--- src/logic/dco_defs.svh ---
// Constants for the configuration overlay command handler
`ifndef DCO_DEFS_SVH
`define DCO_DEFS_SVH
`define DCO_OPCODE 8'hb1
`define DCO_SUB_RESTORE 8'hc0
`define DCO_SUB_FREEZE 8'hc1
`define DCO_SUB_IDENTIFY 8'hc2
`define DCO_SUB_SET 8'hc3
`define DCO_SIGNATURE 8'ha5
`define DCO_WORDS 9'h100
`define DCO_LAST_WORD 8'hff
`define DCO_W_DMA 8'h01
`define DCO_W_UDMA 8'h02
`define DCO_W_LBA0 8'h03
`define DCO_W_LBA3 8'h06
`define DCO_W_CMD 8'h07
`define DCO_W_SATA 8'h08
`define DCO_W_ID63 8'h3f
`define DCO_W_ID82 8'h52
`define DCO_W_ID83 8'h53
`define DCO_W_ID84 8'h54
`define DCO_W_ID88 8'h58
`define DCO_ERR_ABORT 8'h04
`define DCO_ST_READY 8'h40
`define DCO_ST_DRQ 8'h08
`define DCO_ST_ERR 8'h01
`define DCO_ST_BUSY 8'h80
`define DCO_RSN_HPA 8'h06
`define DCO_RSN_BAD 8'h01
`endif

--- src/logic/dco_pkg.sv ---
// Types for the configuration overlay command handler
package dco_pkg;
  typedef enum logic [2:0] {
    DCO_IDLE = 3'b000,
    DCO_DECODE = 3'b001,
    DCO_XFER = 3'b011,
    DCO_CHECK = 3'b010,
    DCO_DONE = 3'b110
  } dco_state_t;
  typedef struct packed {
    logic [7:0] reason;
    logic [7:0] word_loc;
    logic [7:0] bit_loc;
  } dco_abort_t;
  typedef struct packed {
    logic [15:0] w63;
    logic [15:0] w82;
    logic [15:0] w83;
    logic [15:0] w84;
    logic [15:0] w88;
  } dco_ident_t;
endpackage : dco_pkg

--- src/logic/dco_checksum.sv ---
// Running modulo-256 byte sum over the overlay structure
`timescale 1ns/1ps
module dco_checksum (
  // Clock and reset
  input wire logic clk,
  input wire logic rstn,
  // Control
  input wire logic clear,
  input wire logic add,
  input wire logic [15:0] word,
  // Result
  output logic [7:0] sum
);
  logic [7:0] next_sum;
  always_comb begin
    next_sum = sum;
    if (clear) begin
      next_sum = 8'h00;
    end else if (add) begin
      next_sum = sum + word[7:0] + word[15:8];
    end
  end
  always_ff @(posedge clk or negedge rstn) begin
    if (!rstn) begin
      sum <= 8'h00;
    end else begin
      sum <= next_sum;
    end
  end
endmodule : dco_checksum

--- src/logic/dco_cmd_handler.sv ---
// Configuration overlay command handler: decode, identify, set, lock
// What this block does
// Opcode B1h selects the overlay command family
// Feature C0h-C3h picks the subcommand
// Restore drops every set reduction
// Freeze lock aborts all later overlay subcommands
// Lock cleared only by power removal
// Identify sends 512 bytes by PIO in
// Normal identify reduced, overlay identify full
// Set alters only words 63,82,83,84,88
// Cleared bit disables that capability
// Set bit not offered is ignored
// Restriction breach aborts the set
// Abort reports reason, word, bit locations
// HPA present and LBA change aborts 06h
// Last word low byte holds A5h
// Last word high byte is checksum
// Abort sets ABRT and ERR only
// Unknown feature value aborts
`timescale 1ns/1ps
`include "dco_defs.svh"
module dco_cmd_handler import dco_pkg::*; #(
  parameter logic [15:0] FULL_DMA = 16'h0007,
  parameter logic [15:0] FULL_UDMA = 16'h007f,
  parameter logic [15:0] FULL_CMD = 16'h1bbf,
  parameter logic [15:0] FULL_SATA = 16'h0017,
  parameter logic [47:0] FULL_MAX_LBA = 48'h0000_1000_0000
) (
  // Clock and reset
  input wire logic clk,
  input wire logic rstn,
  input wire logic power_on_rstn,
  // Taskfile command strobe and registers
  input wire logic cmd_wr,
  input wire logic [7:0] cmd_code,
  input wire logic [7:0] feature,
  input wire logic hpa_active,
  // PIO data port
  input wire logic data_rd,
  input wire logic data_wr,
  input wire logic [15:0] data_in,
  output logic [15:0] data_out,
  // Taskfile result registers
  output logic [7:0] command_error_flags,
  output logic [7:0] command_status_flags,
  output logic [7:0] sector_count,
  output logic [7:0] cyl_high,
  output logic [7:0] cyl_low,
  // Capability words for ordinary identify
  output dco_ident_t ident_words,
  output logic [15:0] dma_modes,
  output logic [15:0] udma_modes,
  output logic [15:0] cmd_sets,
  output logic [15:0] sata_sets,
  output logic frozen
);
  // ************************************************
  // State
  // ************************************************
  dco_state_t state, next_state;
  logic [7:0] sub, next_sub;
  logic [8:0] idx, next_idx;
  logic [15:0] rx_dma, next_rx_dma, rx_udma, next_rx_udma;
  logic [15:0] rx_cmd, next_rx_cmd, rx_sata, next_rx_sata;
  logic [47:0] rx_lba, next_rx_lba;
  logic [15:0] next_dma_modes, next_udma_modes, next_cmd_sets, next_sata_sets;
  logic [15:0] next_data_out;
  logic [7:0] next_err, next_stat, next_sc, next_ch, next_cl;
  logic next_frozen;
  logic [7:0] csum;
  logic [15:0] tx_word;
  logic last;

  // ************************************************
  // Overlay structure image
  // ************************************************
  function automatic logic [15:0] full_word(input logic [7:0] w, input logic [7:0] ck);
    case (w)
      8'h00: full_word = 16'h0002;
      `DCO_W_DMA: full_word = FULL_DMA;
      `DCO_W_UDMA: full_word = FULL_UDMA;
      8'h03: full_word = FULL_MAX_LBA[15:0];
      8'h04: full_word = FULL_MAX_LBA[31:16];
      8'h05: full_word = FULL_MAX_LBA[47:32];
      `DCO_W_CMD: full_word = FULL_CMD;
      `DCO_W_SATA: full_word = FULL_SATA;
      // signature byte
      // checksum byte
      `DCO_LAST_WORD: full_word = {ck, `DCO_SIGNATURE};
      default: full_word = 16'h0000;
    endcase
  endfunction : full_word

  assign last = (idx == 9'(`DCO_LAST_WORD));
  // two's complement of sum
  assign tx_word = full_word(idx[7:0], 8'(8'h00 - csum - `DCO_SIGNATURE));

  dco_checksum u_sum (
    .clk(clk),
    .rstn(rstn),
    .clear(state == DCO_DECODE),
    .add((state == DCO_XFER) && (sub == `DCO_SUB_IDENTIFY) && data_rd && !last),
    .word(tx_word),
    .sum(csum)
  );

  // ************************************************
  // Next-state logic
  // ************************************************
  always_comb begin
    next_state = state;
    next_sub = sub;
    next_idx = idx;
    next_rx_dma = rx_dma;
    next_rx_udma = rx_udma;
    next_rx_cmd = rx_cmd;
    next_rx_sata = rx_sata;
    next_rx_lba = rx_lba;
    next_dma_modes = dma_modes;
    next_udma_modes = udma_modes;
    next_cmd_sets = cmd_sets;
    next_sata_sets = sata_sets;
    next_data_out = data_out;
    next_err = command_error_flags;
    next_stat = command_status_flags;
    next_sc = sector_count;
    next_ch = cyl_high;
    next_cl = cyl_low;
    next_frozen = frozen;
    case (state)
      DCO_IDLE: begin
        // opcode match
        if (cmd_wr && cmd_code == `DCO_OPCODE) begin
          next_sub = feature;
          next_stat = `DCO_ST_BUSY;
          next_err = 8'h00;
          next_state = DCO_DECODE;
        end
      end
      DCO_DECODE: begin
        next_idx = 9'h000;
        next_state = DCO_DONE;
        next_stat = `DCO_ST_READY | `DCO_ST_ERR;
        // abort flags
        next_err = `DCO_ERR_ABORT;
        next_sc = `DCO_RSN_BAD;
        next_ch = 8'h00;
        next_cl = 8'h00;
        // locked aborts all
        if (!frozen) begin
          // subcommand select
          case (sub)
            `DCO_SUB_RESTORE: begin
              // protected area guard
              if (hpa_active) begin
                next_sc = `DCO_RSN_HPA;
                next_ch = `DCO_W_LBA0;
              end else begin
                // back to full set
                next_dma_modes = FULL_DMA;
                next_udma_modes = FULL_UDMA;
                next_cmd_sets = FULL_CMD;
                next_sata_sets = FULL_SATA;
                next_err = 8'h00;
                next_sc = 8'h00;
                next_stat = `DCO_ST_READY;
              end
            end
            `DCO_SUB_FREEZE: begin
              next_frozen = 1'b1;
              next_err = 8'h00;
              next_sc = 8'h00;
              next_stat = `DCO_ST_READY;
            end
            `DCO_SUB_IDENTIFY, `DCO_SUB_SET: begin
              // PIO data phase
              next_err = 8'h00;
              next_sc = 8'h00;
              next_stat = `DCO_ST_READY | `DCO_ST_DRQ;
              next_data_out = full_word(8'h00, 8'h00);
              next_state = DCO_XFER;
            end
            // reserved feature
            default: begin
            end
          endcase
        end
      end
      DCO_XFER: begin
        if (sub == `DCO_SUB_IDENTIFY && data_rd) begin
          next_idx = 9'(idx + 9'h001);
          next_data_out = full_word(8'(idx + 9'h001), 8'(8'h00 - csum - tx_word[7:0]
            - tx_word[15:8] - `DCO_SIGNATURE));
        end else if (sub == `DCO_SUB_SET && data_wr) begin
          next_idx = 9'(idx + 9'h001);
          // only capability words kept
          case (idx[7:0])
            `DCO_W_DMA: next_rx_dma = data_in;
            `DCO_W_UDMA: next_rx_udma = data_in;
            8'h03: next_rx_lba[15:0] = data_in;
            8'h04: next_rx_lba[31:16] = data_in;
            8'h05: next_rx_lba[47:32] = data_in;
            `DCO_W_CMD: next_rx_cmd = data_in;
            `DCO_W_SATA: next_rx_sata = data_in;
            default: begin
            end
          endcase
        end
        if ((data_rd || data_wr) && last) begin
          next_stat = `DCO_ST_BUSY;
          next_state = (sub == `DCO_SUB_SET) ? DCO_CHECK : DCO_DONE;
        end
      end
      DCO_CHECK: begin
        next_stat = `DCO_ST_READY;
        next_state = DCO_DONE;
        // restriction check
        // LBA change under HPA
        if (hpa_active && rx_lba != FULL_MAX_LBA) begin
          // reason, word, bit
          next_err = `DCO_ERR_ABORT;
          next_stat = `DCO_ST_READY | `DCO_ST_ERR;
          next_sc = `DCO_RSN_HPA;
          next_ch = `DCO_W_LBA0;
          next_cl = 8'h00;
        end else if (rx_lba > FULL_MAX_LBA) begin
          next_err = `DCO_ERR_ABORT;
          next_stat = `DCO_ST_READY | `DCO_ST_ERR;
          next_sc = `DCO_RSN_BAD;
          next_ch = `DCO_W_LBA0;
          next_cl = 8'h00;
        end else begin
          // cleared bit drops feature
          // extra ones ignored
          next_dma_modes = rx_dma & FULL_DMA;
          next_udma_modes = rx_udma & FULL_UDMA;
          next_cmd_sets = rx_cmd & FULL_CMD;
          next_sata_sets = rx_sata & FULL_SATA;
        end
      end
      DCO_DONE: begin
        next_stat = (command_status_flags & ~`DCO_ST_BUSY) | `DCO_ST_READY;
        next_state = DCO_IDLE;
      end
      default: next_state = DCO_IDLE;
    endcase
  end

  // ************************************************
  // Registers
  // ************************************************
  // lock on power reset only
  always_ff @(posedge clk or negedge power_on_rstn) begin
    if (!power_on_rstn) begin
      frozen <= 1'b0;
    end else begin
      frozen <= next_frozen;
    end
  end

  always_ff @(posedge clk or negedge rstn) begin
    if (!rstn) begin
      state <= DCO_IDLE;
      sub <= 8'h00;
      idx <= 9'h000;
      rx_dma <= 16'h0000;
      rx_udma <= 16'h0000;
      rx_cmd <= 16'h0000;
      rx_sata <= 16'h0000;
      rx_lba <= 48'h0;
      data_out <= 16'h0000;
      command_error_flags <= 8'h00;
      command_status_flags <= `DCO_ST_READY;
      sector_count <= 8'h00;
      cyl_high <= 8'h00;
      cyl_low <= 8'h00;
    end else begin
      state <= next_state;
      sub <= next_sub;
      idx <= next_idx;
      rx_dma <= next_rx_dma;
      rx_udma <= next_rx_udma;
      rx_cmd <= next_rx_cmd;
      rx_sata <= next_rx_sata;
      rx_lba <= next_rx_lba;
      data_out <= next_data_out;
      command_error_flags <= next_err;
      command_status_flags <= next_stat;
      sector_count <= next_sc;
      cyl_high <= next_ch;
      cyl_low <= next_cl;
    end
  end

  // Capability state survives soft reset only when power stays; kept with lock
  always_ff @(posedge clk or negedge power_on_rstn) begin
    if (!power_on_rstn) begin
      dma_modes <= FULL_DMA;
      udma_modes <= FULL_UDMA;
      cmd_sets <= FULL_CMD;
      sata_sets <= FULL_SATA;
    end else begin
      dma_modes <= next_dma_modes;
      udma_modes <= next_udma_modes;
      cmd_sets <= next_cmd_sets;
      sata_sets <= next_sata_sets;
    end
  end

  // ordinary identify sees reduced set
  always_ff @(posedge clk or negedge power_on_rstn) begin
    if (!power_on_rstn) begin
      ident_words <= '0;
    end else begin
      ident_words <= '{w63: {8'h00, next_dma_modes[7:0]}, w82: next_cmd_sets,
                       w83: {next_cmd_sets[15:8], 8'h00}, w84: next_sata_sets,
                       w88: {8'h00, next_udma_modes[7:0]}};
    end
  end
endmodule : dco_cmd_handler

--- config.mk ---
export PLATFORM = sky130hd
export DESIGN_NAME = dco_cmd_handler
export DESIGN_NICKNAME = d
export VERILOG_FILES = /design/src/logic/dco_pkg.sv /design/src/logic/dco_checksum.sv /design/src/logic/dco_cmd_handler.sv
export VERILOG_INCLUDE_DIRS = /design/src /design/src/logic
export SDC_FILE = /design/constraint.sdc
export NUM_CORES = 1
export LEC_CHECK = 0
export BUFFER_PORTS_ARGS = -buffer_cell sky130_fd_sc_hd__buf_4
export CORE_MARGIN = 2
export CORE_UTILIZATION = 30
export CTS_BUF_LIST = sky130_fd_sc_hd__clkbuf_8 sky130_fd_sc_hd__clkbuf_16
export CTS_CLUSTER_SIZE = 25
export DETAILED_ROUTE_END_ITERATION = 10
export MAX_ROUTING_LAYER = met4
export PLACE_DENSITY = 0.48
export RECOVER_POWER = 50
export SYNTH_ARGS = -nofsm -noshare
export SYNTH_HDL_FRONTEND = slang
export SYNTH_SLANG_ARGS = --single-unit
export TNS_END_PERCENT = 50
--- constraint.sdc ---
create_clock -name clk -period 5.6 [get_ports clk]
set_clock_uncertainty 0.05 [all_clocks]
set_input_delay 1.12 -clock clk [delete_from_list [all_inputs] [get_ports clk]]
set_output_delay 1.12 -clock clk [all_outputs]
set_load 0.1 [all_outputs]
==> qor.csv <==
stage,metric,value,unit
run_status,status,finished with violations,
run_status,violations,"max-capacitance violations, max-slew violations",
logic_synthesis,ys_seq_elements,198,
logic_synthesis,ys_warn_count,0,
critical_path,criticalPathCategory,reg2reg,
finish,final_layout_size_suffix_gt1_frac,0.2509,
route,ant_nets,0,
placed_design,port_buffers,169,
sta,drv_slew,115,
critical_path,max_stage_delay,0.58,ns
clock_tree,clkTransAtPathRegs,0.08,ns
critical_path,worstPathCellList,ha_1 > and3_1 > nand3_1 > clkinv_1 > a211oi_1 > inv_1 > ha_1 > fa_1 > inv_1 > fa_1 > a21o_1 > a21oi_1 > o21bai_1 > a21oi_1 > xnor2_1 > nand2_1 > a22o_1,
route,drcViolationCount,0,
clock_tree,root_buffer,clkbuf_16,
sta,setup_viol,0,
grt,grt_pass1_vias,6459,
grt,antenna_found_initial,0,
placed_design,place.gp.congestion,0.8190,
clock_tree,cts_inserted_buffers,17,
logic_synthesis,yosysSeqAreaShare,0.4933,
clock_tree,h-tree-depth,4,
die,ios,240,
critical_path,critPathLaunchType,register,
route,finalWirelength,23.19,mm
power_and_ir_drop,powerDensity,462.3,mW/mm^2
finish,area_growth,14.88,%
die,die_area,0.03518,mm^2
finish,final_net_count,1130,
power_and_ir_drop,irDropWorstVdd,548.1,uV
critical_path,crit_arrival,5.29,ns
die,dieHeight,187.6,um
clock_tree,insertion_delay,0.44,ns
sta,hold_violations,0,
die,start_util,0.3030,
critical_path,worstSetupEndpointType,register,
clock_tree,cts_sinks,198,
power_and_ir_drop,finalPower,5.369,mW
run,maxCapViolations,2,
logic_synthesis,postSynthAreaPerCell,10.98,um^2
sta,worst_slew_pin_slew,3.854,ns
logic_synthesis,synthesis.area,0.01011,mm^2
sta,setup_tns,0,ns
die,row_count,67,
clock_tree,cts_setup_buffers,0,
sta,max_freq,199.8,MHz
route,vias,6573,
route,dr.pass1.iters,4,
sta,fin_crit_sh,0.8937,
finish,n_antenna_cell,0,
placed_design,dp_hpwl,16.93,mm
clock_tree,cts_tree,built,
sta,rsz0062_at_grt,false,
route,vias_per_cell,4.370,
die,fp.dieW,187.6,um
clock_tree,hold_buffers,0,
logic_synthesis,synth.distinct_cells,61,
logic_synthesis,syn_inst,921,
clock_tree,cts_resized,0,
critical_path,cp_max_fo,9,
die,core,0.03336,mm^2
route,drt_iter0_markers,294,
clock_tree,clk_path_buf_depth,2,
route,wl_per_cell,15.42,um
logic_synthesis,synth_edf_count,0,
power_and_ir_drop,p_leak,5.980,nW
critical_path,crit_slowest_cell,a211oi_1,
logic_synthesis,synth_ff_type,dfrtp_1,
min_path,min_path_type,reg2reg,
grt,grtUsageTotal,0.1387,
grt,grt_pass1_wl,36.91,mm
sta,period_needed,5.005,ns
grt,overflow,0,
sta,slew_headroom,-1.569,
logic_synthesis,async_flop_share,1.000,
grt,grt_max_degree,75,
finish,fillCellCount,3477,
critical_path,required,5.88,ns
[layout make-up]
class	count	area, um^2	share of cell area
Tap cell	448	560.5	0.04827
Clock buffer	18	439.2	0.03782
Multi-Input combinational cell	595	4184	0.3603
Sequential cell	198	4987	0.4294
Inverter	59	221.5	0.01907
Timing Repair Buffer	172	1046	0.09007
Clock inverter	14	175.2	0.01508
[metrics by stage]
stage          instance area, um^2  hold WS (ns)  instances    util  setup slack [ns]
5_1_grt                      11610        0.4647       1504  0.3481            0.1066
2_1_floorplan                10370        0.3985        990       -             1.145
6_report                     11610        0.4322       1504  0.3481            0.5955
3_5_place_dp                 11240        0.4181       1472  0.3370            0.5837
3_3_place_gp                 11240        0.4168       1472  0.3370            0.6891
4_1_cts                      11860        0.4376       1504  0.3554            0.5577
[where the power goes]
part           internal [mW]  switching [mW]
clock network          0.656           0.622
logic                  0.265            2.03
registers               1.69           0.107
[state kept, by name (all words and copies together), names as in the netlist]
signal	cells
rx_sata	4
frozen	1
ident_words	48
data_out	15
dma_modes	3
sub	8
rx_udma	7
idx	9
rx_cmd	11
udma_modes	7
state	3
cmd_sets	11
command_error_flags	1
rx_lba	48
sata_sets	4
cyl_high	1
rx_dma	3
command_status_flags	4
sector_count	2
u_sum.sum	8
[cell families after synthesis]
group	synth area share
DFF	0.4933
xor gates and xnor gates	0.02079
buffers and inverters	0.1191
muxes	0.09951
other	0.0003709
and+or+nand+nor	0.1227
AOI/OAI and AO/OA	0.07376
adders and majority gates	0.07055
[Yosys cell counts, drive strengths merged (9+ instances only)]
cell | count | area share
a21o | 9 | 0.0068
a21oi | 51 | 0.025
a22o | 10 | 0.0087
and3 | 34 | 0.021
buf | 118 | 0.090
clkbuf | 20 | 0.0074
dfrtp | 172 | 0.43
dfstp | 26 | 0.068
fa | 15 | 0.030
ha | 33 | 0.041
inv | 58 | 0.022
mux2 | 84 | 0.094
nand2 | 44 | 0.017
nand3 | 17 | 0.0084
nor2 | 78 | 0.029
nor3 | 15 | 0.0090
nor4 | 14 | 0.010
o21ai | 24 | 0.012
xnor2 | 16 | 0.014
[path summary, 6_finish.rpt]
check / startpoint / end / slack [ns] / depth (start not counted)
worst min register to register: data_out[3] / data_out[3] / 0.43 / 1
min in group asynchronous: rstn / sub[4] / 1.26 / 1
worst max-delay path: idx[1] / data_out[15] / 0.60 / 17
worst max register to register: idx[1] / data_out[15] / 0.60 / 17
worst min-delay path: data_out[3] / data_out[3] / 0.43 / 1
max in group asynchronous: power_on_rstn / ident_words[61] / 1.37 / 1
[layout by cell type (no fill, tap or decap), types with 31 or more instances in the layout]
master,count
and3_1,31
ha_1,33
inv_1,58
nand2_1,43
mux2_2,84
a21oi_1,51
nor2_1,78
dfrtp_1,172
buf_4,106
clkbuf_1,64
conb_1,70
[critical path: cells and delay by family, from the launching register on]
| kind | cells | cell delay (ns) |
|---|---|---|
| xor gates and xnor gates | 1 | 0.13 |
| DFF | 1 | 0.46 |
| AOI/OAI and AO/OA | 6 | 1.49 |
| buffers and inverters | 3 | 0.59 |
| adders and majority gates | 4 | 1.62 |
| and+or+nand+nor | 3 | 0.55 |
[routing by layer]
| layer | up-vias | GRT usage | part of all wire |
|---|---|---|---|
| li1 | 3190 | - | - |
| met1 | 3198 | 0.1904 | 0.49 |
| met2 | 164 | 0.2120 | 0.46 |
| met3 | 21 | 0.02171 | 0.042 |
| met4 | 0 | 0.04088 | 0.012 |
| met5 | - | - | 0 |
(Power assumes the default switching activity.)
